## src/include/azt_pkg.sv

```systemverilog
// How it works
// RL1 - block input is sampled once at each processing cycle start, used throughout
// RL2 - blocking comes from the matrix on its own dedicated input port
// RL3 - zone pick-up with block inactive raises that zone's trip
// RL4 - zone pick-up with block active raises blocked, event then ignored
// RL5 - blocking source must assert at least 5 ms before the operating delay ends
// RL6 - mode reported as on, blocked, test, test-and-blocked or off
// RL7 - condition word holds trip and blocked bits for all four zones
// RL8 - flags: phase and residual blocked/started, light and pressure per channel
// RL9 - zone pick-up built only from sources enabled for that zone; current-in mode here takes any light or pressure channel
// RL10 - current-in digital input mode needs digital input and a sensor together
// RL11 - each zone decided independently of every other zone
package azt_pkg;
    localparam int          NUM_ZONES       = 4;
    localparam int          NUM_CHANNELS    = 4;
    // register byte addresses
    localparam logic [7:0]  ADDR_CTRL       = 8'h00;
    localparam logic [7:0]  ADDR_ZONE_BASE  = 8'h04;   // four words, one per zone
    localparam logic [7:0]  ADDR_COND       = 8'h14;
    localparam logic [7:0]  ADDR_FLAGS      = 8'h18;
    localparam logic [7:0]  ADDR_MODE       = 8'h1c;
    localparam logic [7:0]  ADDR_IRQ_STAT   = 8'h20;
    localparam logic [7:0]  ADDR_IRQ_EN     = 8'h24;
    localparam logic [7:0]  ADDR_IRQ_CLR    = 8'h28;
    // control fields
    localparam int          CTRL_ENABLE_BIT = 0;
    localparam int          CTRL_TEST_BIT   = 1;
    localparam logic [1:0]  CTRL_RESET      = 2'h0;
    // zone configuration fields
    localparam int          ZC_ZONE_EN      = 0;
    localparam int          ZC_PH_EN        = 1;
    localparam int          ZC_RES_EN       = 2;
    localparam int          ZC_LIGHT_LSB    = 3;
    localparam int          ZC_PRES_LSB     = 7;
    localparam int          ZC_DI_LSB       = 11;
    localparam int          ZC_WIDTH        = 13;
    localparam logic [12:0] ZC_RESET        = 13'h0000;
    // digital input modes
    localparam logic [1:0]  DI_DISABLED     = 2'h0;
    localparam logic [1:0]  DI_LIGHT_IN     = 2'h1;
    localparam logic [1:0]  DI_CURRENT_IN   = 2'h2;
    // flag word positions
    localparam int          FL_PH_BLOCKED   = 0;
    localparam int          FL_PH_START     = 1;
    localparam int          FL_RES_BLOCKED  = 2;
    localparam int          FL_RES_START    = 3;
    localparam int          FL_LIGHT_LSB    = 4;
    localparam int          FL_PRES_LSB     = 8;
    // interrupt layout: bits 3:0 zone trip, 7:4 zone blocked
    localparam logic [7:0]  IRQ_RESET       = 8'h00;
    // timing
    localparam int          CLK_FREQ_HZ     = 100_000_000;
    localparam int          CYCLE_CLKS_DEF  = 500;        // processing cycle, 5 us
    localparam int          BLOCK_LEAD_MS   = 5;
    localparam int          BLOCK_LEAD_CLKS = BLOCK_LEAD_MS * (CLK_FREQ_HZ / 1000);
    // bus answers
    localparam logic [1:0]  RESP_OKAY       = 2'h0;
    localparam logic [1:0]  RESP_SLVERR     = 2'h2;

    typedef enum logic [2:0] {
        AZT_MODE_ON          = 3'b000,
        AZT_MODE_BLOCKED     = 3'b001,
        AZT_MODE_TEST        = 3'b010,
        AZT_MODE_TEST_BLOCKED = 3'b011,
        AZT_MODE_OFF         = 3'b100
    } azt_mode_t;
endpackage

```

## src/hdl/azt_arc_zone.sv

```systemverilog
module azt_arc_zone #(
    parameter int CYCLE_CLKS = azt_pkg::CYCLE_CLKS_DEF
) (
    input  wire logic        core_clk,
    input  wire logic        arst_n,
    input  wire logic        clk_en,
    // pick-up sources and blocking from the same clock domain
    input  wire logic        block_in,
    input  wire logic        phase_overcurrent_flag,
    input  wire logic        residual_overcurrent_flag,
    input  wire logic [3:0]  light_detect,
    input  wire logic [3:0]  pressure_detect,
    input  wire logic [3:0]  zone_digital_in,
    output logic      [3:0]  zone_trip,
    output logic             irq,
    // axi4-lite slave
    input  wire logic [7:0]  s_axi_awaddr,
    input  wire logic        s_axi_awvalid,
    output logic             s_axi_awready,
    input  wire logic [31:0] s_axi_wdata,
    input  wire logic [3:0]  s_axi_wstrb,
    input  wire logic        s_axi_wvalid,
    output logic             s_axi_wready,
    output logic      [1:0]  s_axi_bresp,
    output logic             s_axi_bvalid,
    input  wire logic        s_axi_bready,
    input  wire logic [7:0]  s_axi_araddr,
    input  wire logic        s_axi_arvalid,
    output logic             s_axi_arready,
    output logic      [31:0] s_axi_rdata,
    output logic      [1:0]  s_axi_rresp,
    output logic             s_axi_rvalid,
    input  wire logic        s_axi_rready
);
    localparam int CW = $clog2(CYCLE_CLKS + 1);

    typedef struct packed {
        logic [CW-1:0]      cyc;
        logic               blk_s;
        logic [1:0]         ctrl;
        logic [3:0][12:0]   zcfg;
        logic [3:0]         trip;
        logic [3:0]         blkd;
        logic [3:0]         held;
        logic [3:0]         pin;          // trip image driven onto the pins
        logic [11:0]        flags;
        logic [2:0]         mode;
        logic [7:0]         irq_st;
        logic [7:0]         irq_en;
        logic               irq;
        logic               aw_held;
        logic [7:0]         awaddr;
        logic               w_held;
        logic [31:0]        wdata;
        logic [3:0]         wstrb;
        logic               awready;
        logic               wready;
        logic               bvalid;
        logic [1:0]         bresp;
        logic               arready;
        logic               rvalid;
        logic [31:0]        rdata;
        logic [1:0]         rresp;
    } azt_state_t;

    azt_state_t st;
    azt_state_t next_st;

    logic [3:0] pickup;

    // merge write data into a word by byte strobes
    function automatic logic [31:0] merge(input logic [31:0] old, input logic [31:0] wd,
                                          input logic [3:0] strb);
        logic [31:0] r;
        r = old;
        for (int b = 0; b < 4; b++) begin
            if (strb[b]) begin
                r[b*8 +: 8] = wd[b*8 +: 8];
            end
        end
        return r;
    endfunction

    // zone index of a zone configuration address, 4 when not one
    function automatic logic [2:0] zone_of(input logic [7:0] a);
        logic [2:0] z;
        z = 3'h4;
        for (int i = 0; i < 4; i++) begin
            if (a == azt_pkg::ADDR_ZONE_BASE + 8'(4 * i)) begin
                z = 3'(i);
            end
        end
        return z;
    endfunction

    // status words that software may read but not change
    function automatic logic read_only(input logic [7:0] a);
        return a == azt_pkg::ADDR_COND || a == azt_pkg::ADDR_FLAGS
            || a == azt_pkg::ADDR_MODE || a == azt_pkg::ADDR_IRQ_STAT;
    endfunction

    // per-zone pick-up from its enabled sources, except current-in mode which accepts any channel
    genvar gz;
    generate
        for (gz = 0; gz < 4; gz++) begin : g_zone
            logic [12:0] c;
            logic        sens;
            logic        oc_ok;
            logic        any_ch;
            logic [1:0]  dim;
            assign c      = st.zcfg[gz];
            assign dim    = c[azt_pkg::ZC_DI_LSB +: 2];
            // RL9 enabled sources
            assign sens   = |(light_detect & c[azt_pkg::ZC_LIGHT_LSB +: 4])
                          | |(pressure_detect & c[azt_pkg::ZC_PRES_LSB +: 4]);
            // current gate applies only when a current source is enabled
            assign oc_ok  = !(c[azt_pkg::ZC_PH_EN] || c[azt_pkg::ZC_RES_EN])
                          || (c[azt_pkg::ZC_PH_EN] && phase_overcurrent_flag)
                          || (c[azt_pkg::ZC_RES_EN] && residual_overcurrent_flag);
            // current-in mode accepts any channel, enabled or not
            assign any_ch = |light_detect | |pressure_detect;
            // RL10 current-in needs a sensor too
            assign pickup[gz] = c[azt_pkg::ZC_ZONE_EN]
                && ((sens && oc_ok)
                 || (dim == azt_pkg::DI_LIGHT_IN && zone_digital_in[gz])
                 || (dim == azt_pkg::DI_CURRENT_IN && zone_digital_in[gz] && any_ch));
        end
    endgenerate

    // next-state logic
    always_comb begin
        logic        tick;
        logic        on;
        logic        blk;
        logic [2:0]  zi;
        logic [31:0] rd;
        logic [7:0]  ev;
        logic [3:0]  new_blk;

        // every field holds unless a branch below moves it
        next_st = st;
        tick    = (st.cyc == CW'(CYCLE_CLKS - 1));
        on      = st.ctrl[azt_pkg::CTRL_ENABLE_BIT];
        blk     = st.blk_s;
        zi      = 3'h4;
        rd      = 32'h0000_0000;
        ev      = 8'h00;
        new_blk = 4'h0;

        // processing cycle counter
        next_st.cyc = tick ? '0 : st.cyc + CW'(1);

        if (tick) begin
            // RL1 RL2 sample dedicated block
            blk           = block_in;
            next_st.blk_s = block_in;
            for (int z = 0; z < 4; z++) begin
                // RL11 zone decided alone
                if (!on || !pickup[z]) begin
                    next_st.trip[z] = 1'b0;
                    next_st.blkd[z] = 1'b0;
                    next_st.held[z] = 1'b0;
                end else if (blk || st.held[z]) begin
                    // RL4 blocked, event dropped
                    next_st.trip[z] = st.trip[z];
                    next_st.blkd[z] = 1'b1;
                    next_st.held[z] = !st.trip[z];
                    new_blk[z]      = !st.blkd[z];
                end else begin
                    // RL3 trip when unblocked
                    next_st.trip[z] = 1'b1;
                    next_st.blkd[z] = 1'b0;
                end
            end
            // events: blocked rising in the high half, trip rising low
            ev = {new_blk, next_st.trip & ~st.trip};
            // RL8 sensor and overcurrent flags
            next_st.flags = {pressure_detect, light_detect,
                             residual_overcurrent_flag, residual_overcurrent_flag && blk,
                             phase_overcurrent_flag, phase_overcurrent_flag && blk};
            // RL6 operating mode
            if (!on) begin
                next_st.mode = azt_pkg::AZT_MODE_OFF;
            end else begin
                next_st.mode = {1'b0, st.ctrl[azt_pkg::CTRL_TEST_BIT], blk};
            end
        end

        // pins follow trips only in the normal operating mode
        next_st.pin = next_st.trip & {4{next_st.mode == azt_pkg::AZT_MODE_ON}};

        // axi write channels taken in either order
        if (s_axi_awvalid && st.awready) begin
            next_st.aw_held = 1'b1;
            next_st.awaddr  = s_axi_awaddr;
        end
        if (s_axi_wvalid && st.wready) begin
            next_st.w_held = 1'b1;
            next_st.wdata  = s_axi_wdata;
            next_st.wstrb  = s_axi_wstrb;
        end
        if (st.bvalid && s_axi_bready) begin
            next_st.bvalid = 1'b0;
        end

        // write commit; status set wins over clear
        next_st.irq_st = st.irq_st | ev;
        if (st.aw_held && st.w_held && !st.bvalid) begin
            next_st.aw_held = 1'b0;
            next_st.w_held  = 1'b0;
            next_st.bvalid  = 1'b1;
            next_st.bresp   = azt_pkg::RESP_OKAY;
            zi              = zone_of(st.awaddr);
            if (st.awaddr == azt_pkg::ADDR_CTRL) begin
                // enable and test bits
                next_st.ctrl = 2'(merge({30'h0, st.ctrl}, st.wdata, st.wstrb));
            end else if (zi != 3'h4) begin
                // zone source selection word
                next_st.zcfg[zi[1:0]] = 13'(merge({19'h0, st.zcfg[zi[1:0]]},
                                                  st.wdata, st.wstrb));
            end else if (st.awaddr == azt_pkg::ADDR_IRQ_EN) begin
                // interrupt enable mask
                next_st.irq_en = 8'(merge({24'h0, st.irq_en}, st.wdata, st.wstrb));
            end else if (st.awaddr == azt_pkg::ADDR_IRQ_CLR) begin
                // write one to clear, a new event still sets
                if (st.wstrb[0]) begin
                    next_st.irq_st = (st.irq_st & ~st.wdata[7:0]) | ev;
                end
            end else if (!read_only(st.awaddr)) begin
                next_st.bresp = azt_pkg::RESP_SLVERR;
            end
        end

        // ready again once the slot and the answer are free
        next_st.awready = !next_st.aw_held && !next_st.bvalid;
        next_st.wready  = !next_st.w_held && !next_st.bvalid;
        // level interrupt from the updated status
        next_st.irq     = |(next_st.irq_st & next_st.irq_en);

        // axi read
        if (st.rvalid && s_axi_rready) begin
            next_st.rvalid = 1'b0;
        end
        if (s_axi_arvalid && st.arready) begin
            next_st.rvalid = 1'b1;
            next_st.rresp  = azt_pkg::RESP_OKAY;
            zi             = zone_of(s_axi_araddr);
            case (s_axi_araddr)
                azt_pkg::ADDR_CTRL:     rd = {30'h0, st.ctrl};
                // RL7 condition word
                azt_pkg::ADDR_COND:     rd = {24'h0, st.blkd[3], st.trip[3], st.blkd[2],
                                              st.trip[2], st.blkd[1], st.trip[1],
                                              st.blkd[0], st.trip[0]};
                azt_pkg::ADDR_FLAGS:    rd = {20'h0, st.flags};
                azt_pkg::ADDR_MODE:     rd = {29'h0, st.mode};
                azt_pkg::ADDR_IRQ_STAT: rd = {24'h0, st.irq_st};
                azt_pkg::ADDR_IRQ_EN:   rd = {24'h0, st.irq_en};
                azt_pkg::ADDR_IRQ_CLR:  rd = 32'h0000_0000;
                default: begin
                    if (zi != 3'h4) begin
                        rd = {19'h0, st.zcfg[zi[1:0]]};
                    end else begin
                        next_st.rresp = azt_pkg::RESP_SLVERR;
                    end
                end
            endcase
            next_st.rdata = rd;
        end
        // one read in flight at a time
        next_st.arready = !next_st.rvalid;
    end

    // state register, frozen while clock enable is low
    always_ff @(posedge core_clk or negedge arst_n) begin
        if (!arst_n) begin
            // power-up values of every field
            st        <= '0;
            st.ctrl   <= azt_pkg::CTRL_RESET;
            st.zcfg   <= {4{azt_pkg::ZC_RESET}};
            st.mode   <= azt_pkg::AZT_MODE_OFF;
            st.irq_st <= azt_pkg::IRQ_RESET;
            st.irq_en <= azt_pkg::IRQ_RESET;
        end else if (clk_en) begin
            st <= next_st;
        end
    end

    // outputs straight from the state register; test mode holds trips off the pins
    assign zone_trip     = st.pin;
    assign irq           = st.irq;

    // write channel handshake and answer
    assign s_axi_awready = st.awready;
    assign s_axi_wready  = st.wready;
    assign s_axi_bvalid  = st.bvalid;
    assign s_axi_bresp   = st.bresp;

    // read channel handshake and answer
    assign s_axi_arready = st.arready;
    assign s_axi_rvalid  = st.rvalid;
    assign s_axi_rdata   = st.rdata;
    assign s_axi_rresp   = st.rresp;
endmodule

```

## config.mk

```make
export PLATFORM = sky130hd
export DESIGN_NAME = azt_arc_zone
export DESIGN_NICKNAME = d
export VERILOG_FILES = /design/src/include/azt_pkg.sv /design/src/hdl/azt_arc_zone.sv
export SDC_FILE = /design/constraint.sdc
export NUM_CORES = 1
export LEC_CHECK = 0
export ABC_AREA = 1
export BUFFER_PORTS_ARGS = -buffer_cell sky130_fd_sc_hd__buf_2
export CAP_MARGIN = 10
export CELL_PAD_IN_SITES_DETAIL_PLACEMENT = 1
export CELL_PAD_IN_SITES_GLOBAL_PLACEMENT = 1
export CORE_ASPECT_RATIO = 0.9
export CORE_UTILIZATION = 43
export DETAILED_ROUTE_END_ITERATION = 8
export PLACE_DENSITY = 0.86
export SYNTH_ARGS = -nofsm -noshare
export SYNTH_HDL_FRONTEND = slang
export SYNTH_SLANG_ARGS = --single-unit
```

## constraint.sdc

```tcl
create_clock -name core_clk -period 2.02 [get_ports core_clk]
set_input_delay 0.101 -clock core_clk [delete_from_list [all_inputs] [get_ports core_clk]]
set_output_delay 0.101 -clock core_clk [all_outputs]
set_load 0.03 [all_outputs]
```

# Yosys cells after proc, flatten, opt, wreduce, memory -nomap -nowiden
# Index checks and enable logic that the tools add are counted.
# classes
eq_ne,31
n_reduce_logical,123
bitwise,22
mux,91
n_addsub,1
magnitude_cmp,3
# ops
operator,count
13-bit case mux with 7 select lines,1
8-bit 2-to-1 mux,10
8-bit by 5-bit equality test with 1-bit output (second input constant),8
13-bit binary-select mux with 2-bit select,2
52-bit bitwise mux,1
13-bit 2-to-1 mux,4
8-bit by 6-bit equality test with 1-bit output (second input constant),6
16-bit 2-to-1 mux,3
4-bit bitwise AND,10
1-bit logical AND,40
1-bit 2-to-1 mux,40
4-bit OR reduction,10
3-bit 2-to-1 mux,13
37-bit 2-to-1 mux,1
35-bit 2-to-1 mux,1
8-bit by 4-bit equality test with 1-bit output (second input constant),4
1-bit logical OR,31
13-bit demux with 2-bit select,1
1-bit zero test,22
5-bit 2-to-1 mux,4
9-bit 2-to-1 mux,2
8-bit bitwise AND,2
8-bit by 3-bit equality test with 1-bit output (second input constant),2
8-bit zero test,2
21 further kinds,51
# totals
output_inout_bits,46
register_bits,198
word_cells,302

# Logic depth before layout (Yosys ltp)
# Gate-level depths: netlist of run 1.
# depth
depth_word,23
depth_mapped,15
depth_no_buf,15

# Least setup slack after synthesis of run 1
# OpenSTA, ideal clock, no wires.
# synth_path
path_type,reg-to-reg
from,register st (netlist bit s_axi_bvalid)
to,register st (netlist bit g_zone[1].c[3])
setup_time_ns,0.123
t_arrival_ns,1.601
slack_ns,0.296
t_required_ns,1.897
path_stages_with_launch,12
cell_sequence,dfrtp_1 -> inv_1 -> nand3_2 -> nor2_2 -> inv_2 -> nor2_1 -> nand2_1 -> nor2_1 -> inv_1 -> buf_2 -> nand2_1 -> o21ai_1
# synth_between
elab_chain_len,3
# synth_lines
item,line,text
start: declaration,azt_arc_zone.sv:66,azt_state_t st;
start signal: assignment,azt_arc_zone.sv:284,st <= next_st;
1-bit zero test,azt_arc_zone.sv:208,if (st.aw_held && st.w_held && !st.bvalid) begin
1-bit logical AND,azt_arc_zone.sv:208,
4-bit AND reduction (no line),--,
# No other way between the ends.
# A chain may end at the register's enable or synchronous reset.

# Final worst setup path of run 1
# layout_path
from,register st[82] (netlist bit)
to,register st (netlist bit g_zone[2].c[12])
# layout_between
elab_chain_len,12
word_cells_on_any_way,25
classes_between,order compare: 2; eq/ne: 5; mux: 14; bitwise: 1; reduce/logical: 3
# layout_lines
item,line,text
8-bit by 4-bit equality test with 1-bit output,azt_arc_zone.sv:89,if (a == azt_pkg::ADDR_ZONE_BASE + 8'(4 * i)) begin
3-bit 2-to-1 mux (3 in series),azt_arc_zone.sv:89,
3-bit 2-to-1 mux,azt_arc_zone.sv:208,
13-bit binary-select mux with 2-bit select,azt_arc_zone.sv:219,"next_st.zcfg[zi[1:0]] = 13'(merge({19'h0, st.zcfg[zi[1:0]]},"
13-bit 2-to-1 mux (not written as such),azt_arc_zone.sv:219,
5-bit 2-to-1 mux,azt_arc_zone.sv:77,if (strb[b]) begin
5-bit 2-to-1 mux,azt_arc_zone.sv:217,end else if (zi != 3'h4) begin
5-bit 2-to-1 mux,azt_arc_zone.sv:214,if (st.awaddr == azt_pkg::ADDR_CTRL) begin
5-bit 2-to-1 mux,azt_arc_zone.sv:208,
52-bit bitwise mux,azt_arc_zone.sv:219,
# Parallel ways exist; a longest one is shown, timed or not. The select of a mux whose other input is x is not followed.

==> results list, run 1 <==
- Status: complete, but fails checks
- The checks that failed: negative setup slack.
- The net count of the finished layout is 1405.
- After detailed routing, the average wire length per cell comes to approximately 20 um.
* Combinational Power Share: approximately 33%
- For the pin with the worst max-slew slack, the measured transition is between 500 and 600 ps.
* Top fanout value on the critical path: 6
* DR pass1 iterations: 5
- The worst setup path is launched from a flip-flop.
- Clock-pin slew on the worst setup and hold paths: 70 ps
* Total gr overflow: 0
- After Yosys synthesis, full adders, half adders and majority gates account for 0.140% of the synthesized area.
- Wire length of the first global-routing pass: 49.0 mm
- Busiest metal layer after global routing: met2
- Power Internal: a little under 7000 uW
- After detailed routing, the number of vias per cell comes to approximately 5.6.
* Number of nets still failing antenna checks after routing: 0
- # DRC: 0
- The placed instances occupy a cell area of 9580 um2.
* Final worst path period need: slightly above 2000 ps
- Yosys Warn Count: 0
- Met1 Track Usage GR: roughly 42%
* Inserted Clock Buffers: 17
- Mapped cell area: approximately 9000 um2
* Fraction of the yosys area taken by sequential cells: between 40% and 50%
- Die width: around 150 um
- The detailed router placed ~9000 vias in this run.
- Clock skew on the completed layout was measured at between 10 and 15 ps.
* Setup violation total in the final timing report: 3
- Slew HR: between 60% and 70%
* Part of the power in the clock network: around 28%
- Post-Syn Area per Cell: between 7 and 8 um2
- Latest clock arrival within the worst-skew pair: 430 ps
* Final non-filler cell area: between 10000 and 15000 um2
* Final WS setup: -11.9 ps
- Site row count: 49
* Post-synth cell types: 50
- The area growth from synthesis to layout is 20.6%.
- Max-cap violations in this run came to 0.
- Chip Height: between 100 and 150 um
* CTS H-tree lvls: 4
* Count of state elements after synthesis: 156
* Input/output buffers: 78
* Synth Area in XOR/XNOR: 0%
- The initial utilization of the core area, before any placement, comes to between 40% and 50%.
* Post-place setup slack: -57.1 ps
* Core box area: 20200 um2
* Share of cell area taken by muxes after synthesis: less than 1%
* RSZ-0062 raised after global routing: true
* Setup Crit Path Kind: flip-flop to flip-flop
* Met3 Track Usage GR: 5.56%
* Detailed placer's ending HPWL: ~22 mm
* Dominant combinational cell family by area after synthesis: simple AND/OR/NAND/NOR gates
* Net switching power: roughly 4500 uW
- Die ar.: between 20000 and 25000 um2
- STA puts the critical path data arrival time at ~2400 ps.
- Hold Fails Final Rpt: 0
- Met2 track utilization from global routing: approximately 46%
- Share of synthesized cell area in and, or, nand and nor gates: between 20 and 30%
* Seq. cell area: 3910 um2
* Number of pins with negative max-slew slack in the final report: 0
- P_leak: about 0.0052 uW
- The cell count after synthesis came out at 1196.
- Share of cells above drive strength 1: around a fifth
- Summing the areas of all compound-gate instances in the mapped netlist gives roughly 17% of the synthesized area.
- Placer Congestion: ~0.89
- For this block, the routed nets add up to between 30 and 40 mm of wire.
* CTS root buffer: sky130_fd_sc_hd__clkbuf_16
- Fmax: roughly 490 MHz
- The clock passes through at most 2 buffers.
* Final period util: 101%
* Power Density: about 1000 nW/um2
* Hold slack final: between 15 and 20 ps
* Layout fillers: roughly 2600
- Final design utilization: a little over half
- Vias in the first global route: between 8000 and 9000
- Number of sinks on the clock net: about 160
* Drt initial violations: between 600 and 700
* Worst hold-check path type: input port to flip-flop
* Sort of element at the end of the critical path: flip-flop
* Overall routing resource usage: 29.4%
- The share of total power dissipated in sequential elements is 38.9%.
* Net Sw Frac: between 30% and 40%
* Worst EP required: roughly 2400 ps
- Multi-input gate area: between 4000 and 5000 um2
- TritonCTS clock tree: yes
* Number of antenna violations at the first check in global routing: 0
- For this design the top-level I/O count stands at roughly 120.
- Worst vdd rail ir drop: roughly 0.47 mV
- Maximum number of pins on one net before global-route repair: 58
## power groups by stage
stage	Clock (uW)	Combinational [uW]	Sequential, uW
final	3120	3760	4390
after global routing	3260	4160	4460
after CTS	3130	3400	4350
after detailed placement	0	3270	4400
after global placement	0	3130	4360
after floorplan	0	2420	4260
## state kept, by name, summed over array words and instances, names as in the netlist
| name | cells |
|---|---|
| g_zone.c | 52 |
| irq | 1 |
| s_axi_arready | 1 |
| s_axi_awready | 1 |
| s_axi_bresp | 1 |
| s_axi_bvalid | 1 |
| s_axi_rdata | 13 |
| s_axi_rresp | 1 |
| s_axi_rvalid | 1 |
| s_axi_wready | 1 |
| st | 79 |
| zone_trip | 4 |
## kinds of logic after synthesis
| kind of cell | Yosys count |
|---|---|
| DFF | 156 |
| adders and majority gates | 1 |
| muxes | 1 |
| other | 1 |
| AOI/OAI and AO/OA | 255 |
| and+or+nand+nor | 583 |
| buffers and inverters | 199 |
## final timing paths
path | depth (start not counted) | from | slack, ps | endpoint
hold reg to reg | 2 | st[118]$_DFFE_PN0P_ | 480 | st[118]$_DFFE_PN0P_
setup reg to reg | 11 | st[82]$_DFFE_PN0P_ | -10 | g_zone[2].c[12]$_DFFE_PN0P_
hold / removal | 3 | phase_overcurrent_flag | 20 | st[108]$_DFFE_PN0P_
min in group asynchronous | 2 | arst_n | 130 | st[116]$_DFFE_PN0P_
max in group asynchronous | 3 | arst_n | 1230 | g_zone[3].c[11]$_DFFE_PN0P_
setup / recovery | 11 | st[82]$_DFFE_PN0P_ | -10 | g_zone[2].c[12]$_DFFE_PN0P_
## critical path, cell delays in order, from the launching register on
cell	delay (ps)
sky130_fd_sc_hd__dfrtp_1	410
sky130_fd_sc_hd__inv_2	110
sky130_fd_sc_hd__nand2_2	80
sky130_fd_sc_hd__nor2_4	130
sky130_fd_sc_hd__nand4_1	230
sky130_fd_sc_hd__nand2_4	220
sky130_fd_sc_hd__inv_1	110
sky130_fd_sc_hd__a21oi_1	150
sky130_fd_sc_hd__o21ai_0	130
sky130_fd_sc_hd__nand3_1	120
sky130_fd_sc_hd__o21ai_2	100
sky130_fd_sc_hd__o21ai_1	160
## what timing repair did
item,in CTS,in global routing
cloned,0,1
gates resized for setup,3,31
buffers inserted,4,15
pin swaps,2,19
endpoints found under the setup margin,32,53
hold endpoints to repair,186,0
hold buffers,33,0
## placed cells by master, fill, tap and decap left out, types with 3 or more instances in the layout
master / netlist / layout
sky130_fd_sc_hd__buf_2: 14 / 77
sky130_fd_sc_hd__nor2_1: 83 / 76
sky130_fd_sc_hd__a22oi_1: 7 / 7
sky130_fd_sc_hd__buf_12: 0 / 7
sky130_fd_sc_hd__nand4_1: 17 / 17
sky130_fd_sc_hd__buf_4: 50 / 52
sky130_fd_sc_hd__nand3_1: 49 / 47
sky130_fd_sc_hd__dfrtp_1: 155 / 154
sky130_fd_sc_hd__conb_1: 1 / 21
sky130_fd_sc_hd__a21boi_2: 6 / 5
sky130_fd_sc_hd__clkinvlp_4: 0 / 5
sky130_fd_sc_hd__a22o_1: 3 / 3
sky130_fd_sc_hd__nor3_1: 11 / 10
sky130_fd_sc_hd__clkbuf_16: 0 / 17
sky130_fd_sc_hd__nand2_4: 1 / 4
sky130_fd_sc_hd__nand2_1: 389 / 382
sky130_fd_sc_hd__o22ai_1: 19 / 19
sky130_fd_sc_hd__nor2_4: 7 / 10
sky130_fd_sc_hd__o21ai_0: 98 / 98
sky130_fd_sc_hd__nor2_2: 10 / 15
sky130_fd_sc_hd__buf_6: 3 / 5
sky130_fd_sc_hd__o21a_1: 7 / 7
sky130_fd_sc_hd__o21ai_1: 60 / 60
sky130_fd_sc_hd__nand3_2: 3 / 5
sky130_fd_sc_hd__nor3b_1: 5 / 5
sky130_fd_sc_hd__o211ai_1: 11 / 11
sky130_fd_sc_hd__inv_2: 11 / 14
sky130_fd_sc_hd__a21oi_1: 16 / 16
sky130_fd_sc_hd__o2111ai_1: 3 / 3
sky130_fd_sc_hd__clkinv_4: 0 / 3
sky130_fd_sc_hd__o211ai_2: 6 / 6
sky130_fd_sc_hd__inv_1: 104 / 101
sky130_fd_sc_hd__o21ai_2: 5 / 5
sky130_fd_sc_hd__a2bb2oi_1: 4 / 4
sky130_fd_sc_hd__nand2_2: 4 / 7
sky130_fd_sc_hd__dlygate4sd3_1: 0 / 33
## final cells by class
| type | count | area share, % |
|---|---|---|
| tap | 255 | 2.96 |
| antenna | 1 | 0.0233 |
| clock buffer | 20 | 4.15 |
| multi-input combinational | 862 | 39.2 |
| sequential | 156 | 36.3 |
| timing repair buffer | 174 | 12.1 |
| inverter | 118 | 4.17 |
| clock inverter | 12 | 1.06 |
## through the flow
stage,instances,total power (uW),setup TNS [ps]
after detailed placement,1512,7670,-239
after CTS,1581,10900,0
final,1598,11300,-21.0
after global routing,1597,11900,-2440
after floorplan,1216,6680,0
after global placement,1512,7480,0
## routing by layer
| layer | up-vias | share of wire (%) |
|---|---|---|
| li1 | 4128 | - |
| met1 | 4452 | 44 |
| met2 | 361 | 46 |
| met3 | 65 | 7.1 |
| met4 | 0 | 2.4 |
| met5 | - | 0 |
## synthesized netlist by cell type (all sizes together)
master   count  area [um2]
o221ai       1        8.76
a211oi       1        7.51
dfrtp      155        3880
ha           1        12.5
nor2       100         453
o22ai       19         119
o21ai      163         835
clkinv       2        7.51
nor3b        5        37.5
a32o         1        10.0
o41ai        1        27.5
nand4       17         106
o211ai      17         158
conb         1        3.75
nand2      394        1500
o21bai       1        7.51
inv        116         438
o21a         7        52.6
nand3       52         275
clkbuf      12        45.0
dfstp        1        26.3
nor3        13        81.3
mux2         1        11.3
a21boi       6        67.6
a2bb2oi      4        35.0
a221oi       1        8.76
a22o         3        26.3
a22oi        7        52.6
o2111ai      3        26.3
buf         69         487
nor4         2        12.5
a31oi        2        12.5
a21oi       17        88.8
o31ai        1        7.51
Power figures use the tool's default switching activity.
==> inputs of run 2 (changes only) <==
Settings changed: ABC_AREA 1 to not set, CORE_UTILIZATION 43 to 45, CTS_CLUSTER_DIAMETER set to 30, PLACE_DENSITY 0.86 to not set, PLACE_DENSITY_LB_ADDON set to 0.12.
==> run 2 against run 1 <==
  * The flow still finishes with violations (negative setup slack)
  * Sequential power down 3%
  * Register-to-register slack worse by 420 ps
  * Fmax down 17%
  * Clock power up 11%
  * Total power down 4.4%
  * Critical path type unchanged
  * Critical endpoint is now g_zone[1].c[6]$_DFFE_PN0P_
  * Largest cell class unchanged
==> results list, run 2 <==
* Combinational Power Share: 28.3% (-5.1 points)
- The synthesized-area fraction occupied by adder cells came to 0.148% (+0.0077 points).
- Number of nets still failing antenna checks after routing: 0 (unchanged)
* Drt initial violations: 702 (+7.5%)
- The total half-perimeter wirelength after legalization and detailed placement is 21.4 mm (-2.3%).
* Area Growth Syn to Fin: 31.3%
- Power Internal: 7060 uW (+4.1%)
- Net switching power: 3710 uW (-17%)
- Commonest cells after routing, fill and taps aside: 155 x sky130_fd_sc_hd__dfrtp_1, 134 x sky130_fd_sc_hd__nand2_1, 124 x sky130_fd_sc_hd__buf_4
- The biggest fanout along the worst timing path came to 6 (unchanged).
- The worst hold path depth was 4 (+1).
* Cells after Synth: 854 (-29%)
- Initial Util: 45.9% (+1.7 points)
- The flow ran to the end, but the final reports show violations.
* Worst clock skew: 9.29 ps (-2.11 ps)
- The aggregate global routing overflow came to 0 (unchanged).
- Overall routing resource usage: 33.2% (+3.8 points)
- The sum of negative setup slack was -22660 ps (-22640 ps).
- The depth of the worst register-to-register path came to 8 (-3).
- Placed inst area: 9890 um2 (+3.2%)
- The clock network fraction of total power came to 32.0% (+4.3 points).
* Net Sw Frac: 34.4% (-5.4 points)
- Vias per inst: 6.08 (+7.8%)
- Complex-gate fraction of the synthesized area: 19.1% (+1.8 points)
- The number of flip-flops under the largest register name is 79 (unchanged).
* Top cells by instance count after synthesis: 155 x sky130_fd_sc_hd__dfrtp_1, 134 x sky130_fd_sc_hd__nand2_1, 47 x sky130_fd_sc_hd__o21ai_1
- Input/output buffers: 78 (unchanged)
* Total number of vias: 8014 (-11%)
- The number of detailed-routing iterations run before antenna repair was 6 (+1).
- Dominant combinational cell family by area after synthesis: compound AO/OA/AOI/OAI gates
- The minimum setup slack after placement was -483 ps (-426 ps).
- The number of maximum-capacitance violations was 0 (unchanged).
- By startpoint and endpoint, the worst setup path is classified as flip-flop to flip-flop.
- CTS root buffer: sky130_fd_sc_hd__clkbuf_16
- Placer Congestion: 0.905 (+2.0%)
* Clock-pin slew on the worst setup and hold paths: 70 ps (about the same)
- Slew @ Worst Pin: 690 ps (+153 ps)
- I/O pin cnt: 121 (unchanged)
- Most common cell in the synthesized netlist: sky130_fd_sc_hd__dfrtp_1
- The required time at the endpoint of the critical path was 2340 ps (-30 ps).
- The tightest min-delay check is of the input port to flip-flop type.
- Data arrival time at the worst-slack endpoint: 2780 ps (+400 ps)
* Yosys Warn Count: 0 (unchanged)
* Share of cell area taken by muxes after synthesis: 12.0% (+12 points)
- The fraction of final layout cells sized beyond drive strength 1 is 32.3% (+13 points).
- The antenna diode count is 0 (-1).
* Number of standard cells in the final layout excluding fillers: 1319 (-17%)
* Detailed Route WL: 31.1 mm (-1.0%)
* Post-Syn Area per Cell: 9.90 um2 (+33%)
* Cell types with the largest area share after synthesis: sky130_fd_sc_hd__dfrtp_1 46%, sky130_fd_sc_hd__nand2_1 5.9%, sky130_fd_sc_hd__mux2_2 5.2%
* Final non-filler cell area: 11100 um2 (+3.2%)
- Core box area: 18400 um2 (-8.7%)
* Number of flops mapped to enable cells by yosys: 0 (unchanged)
- The proportion of register bits with asynchronous set or reset after synthesis was 100% (unchanged).
- CTS H-tree lvls: 4 (unchanged)
* Cell taking the most area after synthesis: sky130_fd_sc_hd__dfrtp_1
- The final reports fail on negative setup slack.
- The pin count of the biggest net entering global routing came to 65 (+12%).
* Final WS setup: -436 ps (-424 ps)
- Slew HR: 54.0% (-10 points)
- # DRC: 0 (unchanged)
* Most frequent standard cell in the layout excluding fill and tap cells: sky130_fd_sc_hd__dfrtp_1
- STA classifies the critical path startpoint as a flip-flop.
* TritonCTS clock tree: yes
- The final-report hold violation count was 0 (unchanged).
* Post-synth top flop: sky130_fd_sc_hd__dfrtp_1
* Inserted Clock Buffers: 17 (unchanged)
- The number of filler instances in the final layout is 2029 (-21%).
- Longest Clk Path Bufs: 2 (unchanged)
* Number of antenna violations at the first check in global routing: 0 (unchanged)
* Power Density: 970 nW/um2 (-7.4%)
* Fraction of the yosys area taken by sequential cells: 46.2% (+2.4 points)
* Number of pins with negative max-slew slack in the final report: 0 (unchanged)
- Site row count: 47 (-4.1%)
- The fraction of synthesized cell area in xor and xnor cells was 0.829% (+0.83 points).
* Mapped cell area: 8460 um2 (-5.2%)
- Final period util: 122% (+21 points)
- The vertical die dimension was 132 um (-4.8%).
* Worst vdd rail ir drop: 0.730 mV (+54%)
* Vias in the first global route: 8513 (-5.4%)
- Share of power burned in registers: 39.7% (+0.8 points)
- Routed wire length per instance: 23.6 um (+20%)
- The number of nets in the final layout was 1137 (-19%).
* Share of synthesized cell area in and, or, nand and nor gates: 15.5% (-12 points)
* Number of sinks on the clock net: 156 (unchanged)
- The number of cells after detailed placement is 1249 (-17%).
* Wire length of the first global-routing pass: 48.9 mm (-0.13%)
- Fmax: 407 MHz (-17%)
- Die width: 147 um (-4.8%)
* Setup violation total in the final timing report: 70 (+67)
- Register with the most flip-flops: st
- The area of the die was 19300 um2 (-9.3%).
* Latest clock arrival within the worst-skew pair: 440 ps (about the same)
- The count of unique library cells instantiated by Yosys came to 69 (+38%).
- The cell leakage power was 0.00492 uW (-4.6%).
- Final worst path period need: 2460 ps (+424 ps)
* Sort of element at the end of the critical path: flip-flop
- Setup repair after global routing could not meet its margin everywhere.
- Proportion of netlist area held by the largest area contributor: 45.9% (+2.4 points)
- Count of state elements after synthesis: 156 (unchanged)
- Flop2flop setup slack: -440 ps (-420 ps)
run 2: stage by stage:
step / power [uW] / utilization [%] / hold slack, ps
after detailed placement: 6970 / 53.7 / 138
after CTS: 10600 / 59.4 / 14.0
after floorplan: 5790 / - / -195
final: 10800 / 60.3 / 14.9
after global placement: 6770 / 53.7 / 131
after global routing: 11100 / 60.3 / 36.4
run 2: layout make-up:
cell class,count,area (um2),area share [%]
inverter,7,26.3,0.237
timing repair buffer,249,1910,17.2
clock inverter,12,161,1.45
multi-input combinational,630,4340,39.0
tap,245,307,2.76
sequential,156,3910,35.2
clock buffer,20,457,4.11
run 2: worst max-delay path, stage by stage, from the launching register on:
cell and delay [ps]:
sky130_fd_sc_hd__dfrtp_1 380, sky130_fd_sc_hd__or4_4 580, sky130_fd_sc_hd__buf_6 160, sky130_fd_sc_hd__nor2_8 160, sky130_fd_sc_hd__nand2_4 90, sky130_fd_sc_hd__o21a_2 300
sky130_fd_sc_hd__a221o_2 380, sky130_fd_sc_hd__mux2i_4 190, sky130_fd_sc_hd__o21ai_1 100
run 2: routing by layer:
metal  track usage (%)  share of wire [%]  vias to the layer above
li1                  -                  -                     3489
met1              44.9                 43                     4081
met2              53.4                 48                      363
met3              5.05                6.0                       81
met4              13.8                3.0                        0
met5                 0                  0                        -
run 2: power by group through the flow:
stage	logic [uW]	clock network, uW	registers (uW)
2_1_floorplan	1630	0	4170
3_3_place_gp	2550	0	4220
3_5_place_dp	2700	0	4270
4_1_cts	2900	3470	4240
5_1_grt	3230	3590	4320
6_report	3040	3450	4280
run 2: kinds of logic after synthesis:
group	count (synthesis)
simple gates	268
fa+ha+maj	1
compound gates	246
mux	85
flops	156
xor+xnor	8
buf+inv	89
other cells	1
run 2: timing repair:
action                                  in CTS  in global routing
endpoints found under the setup margin      78                 87
endpoints found under the hold margin       88                  0
pin swaps                                    2                 15
gates resized for setup                     20                 31
hold buffers                                28                  0
gates cloned                                 1                  1
buffers inserted                             5                  4
run 2: path summary, 6_finish.rpt:
path                                startpoint                         end
setup / recovery            st[79]$_DFFE_PN0P_  g_zone[1].c[6]$_DFFE_PN0P_
hold / removal                    s_axi_rready    s_axi_rvalid$_DFFE_PN0P_
setup reg to reg            st[79]$_DFFE_PN0P_  g_zone[1].c[6]$_DFFE_PN0P_
hold reg to reg            st[116]$_DFFE_PN0P_         st[116]$_DFFE_PN0P_
max in group asynchronous               arst_n  g_zone[2].c[7]$_DFFE_PN0P_
min in group asynchronous               arst_n  s_axi_rdata[5]$_DFFE_PN0P_
==> inputs of run 3 (changes only) <==
Settings changed: CORE_MARGIN set to 1, PLACE_DENSITY_LB_ADDON 0.12 to 0.05.
==> run 3 against run 2 <==
  * The flow still finishes with violations (negative setup slack)
  * Clock power is 7.5% lower
  * Critical path depth is the same
  * Fmax fell by 1.3%
  * Via count fell by 3.2%
  * Sequential cell count unchanged
  * Clock skew increased by 0.96 ps
  * Final cell count decreased by 0.76%
  * Register-to-register slack got worse by 30 ps
  * Largest cell class unchanged
  * Largest power group unchanged
==> results list, run 3 (synthesis results as in run 2) <==
* Drt initial violations: 696 (-0.85%)
- Cell with the biggest individual delay on the critical path: sky130_fd_sc_hd__or4_4
- The number of setup violations in the final report was 70 (unchanged).
- Leaving out fill and tap cells, the most frequent cells in the layout are 155 x sky130_fd_sc_hd__dfrtp_1, 131 x sky130_fd_sc_hd__nand2_1, 118 x sky130_fd_sc_hd__buf_4.
* Number of antenna violations at the first check in global routing: 0 (unchanged)
- Latest clock arrival within the worst-skew pair: 440 ps (about the same)
- The required time at the endpoint of the critical path is 2320 ps (-20 ps).
- Worst hold-check path type: input port to flip-flop
- The biggest cell delay along the critical path was 580 ps (about the same).
* Top fanout value on the critical path: 13 (+7)
- Cell Chain, Critical Path: or4_4, nor4_4, buf_12, mux2i_1, nor2_1, a221o_2, mux2i_4, o21ai_1
- The final core utilization came to 60.1% (-0.27 points).
- The first-pass GRT wire length is 47.0 mm (-3.9%).
* # DRC: 0 (unchanged)
* Site row count: 47 (unchanged)
- The vertical die dimension is 132 um (unchanged).
* Clock-pin slew on the worst setup and hold paths: 70 ps (about the same)
* Routed wire length per instance: 23.3 um (-1.1%)
- In this run the clock root is driven by a sky130_fd_sc_hd__clkbuf_16.
- Detailed placer's ending HPWL: 21.0 mm (-2.1%)
* Placer Congestion: 0.901 (-0.40%)
- Min-Delay Startpoint: s_axi_awvalid
- Setup repair after global routing could not meet its margin everywhere.
- The chip width came to 147 um (unchanged).
- The number of flip-flops under the largest register name was 79 (unchanged).
- Hold Fails Final Rpt: 0 (unchanged)
- The remaining number of nets flagged by the antenna check after routing was 0 (unchanged).
* Final worst path period need: 2490 ps (+33.6 ps)
* Longest Clk Path Bufs: 2 (unchanged)
- The register area came to 3910 um2 (unchanged).
* Antenna fix cells: 0 (unchanged)
* Layout fillers: 2022 (-0.34%)
- The number of CTS-inserted buffers came to 17 (unchanged).
* Number of maximum-capacitance violations: 0 (unchanged)
- The achievable frequency is 402 MHz (-1.3%).
- Worst clock skew: 10.2 ps (+0.955 ps)
- The startpoint identified for the worst register-to-register timing path is st[79]$_DFFE_PN0P_.
* I/O pin cnt: 121 (unchanged)
- Total number of vias: 7761 (-3.2%)
* Final WS setup: -469 ps (-33.6 ps)
* DR pass1 iterations: 5 (-1)
- The area growth from synthesis to layout is 30.7%.
* Die ar.: 19300 um2 (unchanged)
* CTS H-tree lvls: 4 (unchanged)
- The run finished, with violations left.
- The critical path starts at st[79]$_DFFE_PN0P_.
* Flop2flop setup slack: -470 ps (-30 ps)
- The actual slew at the worst max-slew pin is 691 ps (+1.11 ps).
- The pin count of the biggest net entering global routing came to 47 (-28%).
- The cell leakage power is 0.00488 uW (-0.89%).
- Slew HR: 53.9% (-0.074 points)
- The area inside the core boundary was 18400 um2 (unchanged).
- Total gr overflow: 0 (unchanged)
- Power Density: 948 nW/um2 (-2.2%)
- Detailed Route WL: 30.5 mm (-1.8%)
- The fraction of final layout cells sized beyond drive strength 1 was 32.2% (-0.072 points).
- The CTS sink count came to 156 (unchanged).
* Final period util: 123% (+1.7 points)
- Vias in the first global route: 8200 (-3.7%)
- FF-to-FF path depth: 8 (unchanged)
* Number of pins with negative max-slew slack in the final report: 0 (unchanged)
- The number of nets in the final layout came to 1128 (-0.79%).
- Worst hold path stage count: 3 (-1)
- Input/output buffers: 78 (unchanged)
- The critical path in this run is classified as flip-flop to flip-flop.
* Register with the most flip-flops: st
- Vias per inst: 5.93 (-2.4%)
* Initial Util: 45.9% (unchanged)
- Overall routing resource usage: 32.0% (-1.2 points)
- The worst hold slack is 5.32 ps (-9.60 ps).
* Multi-input gate area: 4380 um2 (+1.0%)
- TritonCTS built the clock tree.
- The checks that failed: negative setup slack.
* Most frequent standard cell in the layout excluding fill and tap cells: sky130_fd_sc_hd__dfrtp_1
- Sort of element at the end of the critical path: flip-flop
- Data arrival time at the worst-slack endpoint: 2790 ps (about the same)
- The worst ir drop on vdd was 0.659 mV (-9.7%).
* Worst setup SP type: flip-flop
[run 3: cell types whose count changed in the layout (fill, tap and decap cells not counted), sizes merged]
cell / previous run / this run
clkinv: 6 / 3
buf: 220 / 214
dlygate4sd3: 28 / 27
o21a: 11 / 10
inv: 10 / 8
bufinv: 3 / 2
clkinvlp: 0 / 4
[run 3: worst max-delay path, delay by kind of cell, from the launching register on]
| family | cells | cell delay (ps) |
|---|---|---|
| AND/OR/NAND/NOR | 3 | 870 |
| flip-flops | 1 | 370 |
| multiplexers | 2 | 450 |
| AO/OA/AOI/OAI | 2 | 430 |
| buffers and inverters | 1 | 210 |
[run 3: layer usage]
layer | GRT usage (%) | wire length [um] | up-vias
met1 | 42.9 | 13200 | 3929
met3 | 5.33 | 1800 | 62
met5 | 0 | 0 | -
li1 | - | - | 3470
met4 | 12.2 | 777 | 0
met2 | 52.1 | 14700 | 300
[run 3: layout make-up]
| cell class | instances | area share [%] |
|---|---|---|
| Sequential cell | 156 | 35.3 |
| Inverter | 7 | 0.238 |
| Tap cell | 245 | 2.77 |
| Timing Repair Buffer | 241 | 16.9 |
| Multi-Input combinational cell | 629 | 39.6 |
| Clock buffer | 21 | 4.07 |
| Clock inverter | 10 | 1.06 |
[run 3: stage by stage]
stage / power, uW / TNS (ps) / std cells / worst slack, ps / cell area, um2
after floorplan: 5790 / -17940 / 874 / -388 / 8550
after global placement: 6810 / -18560 / 1239 / -339 / 9840
after detailed placement: 6970 / -23030 / 1239 / -441 / 9840
after CTS: 10300 / -20940 / 1305 / -443 / 10900
after global routing: 10900 / -26410 / 1309 / -510 / 11100
final: 10500 / -21320 / 1309 / -469 / 11100
[run 3: final timing paths]
path / end
min reg2reg: zone_trip[0]$_DFFE_PN0P_
min in group asynchronous: s_axi_rdata[12]$_DFFE_PN0P_
min: st[86]$_DFFE_PN0P_
max in group asynchronous: g_zone[3].c[7]$_DFFE_PN0P_
max: g_zone[3].c[3]$_DFFE_PN0P_
max reg2reg: g_zone[3].c[3]$_DFFE_PN0P_
[run 3: power breakdown]
| group | switching [uW] | internal [uW] | total, uW |
|---|---|---|---|
| clock | 1350 | 1850 | 3190 |
| sequential | 667 | 3600 | 4270 |
| combinational | 1570 | 1460 | 3030 |
| total | 3580 | 6900 | 10500 |
[run 3: repair_timing]
action,4_1_cts,5_1_grt
setup buffers,9,5
hold buffers,27,0
setup endpoints to repair,75,85
hold endpoints to repair,76,0
resized for setup,32,28
pin swaps,7,6
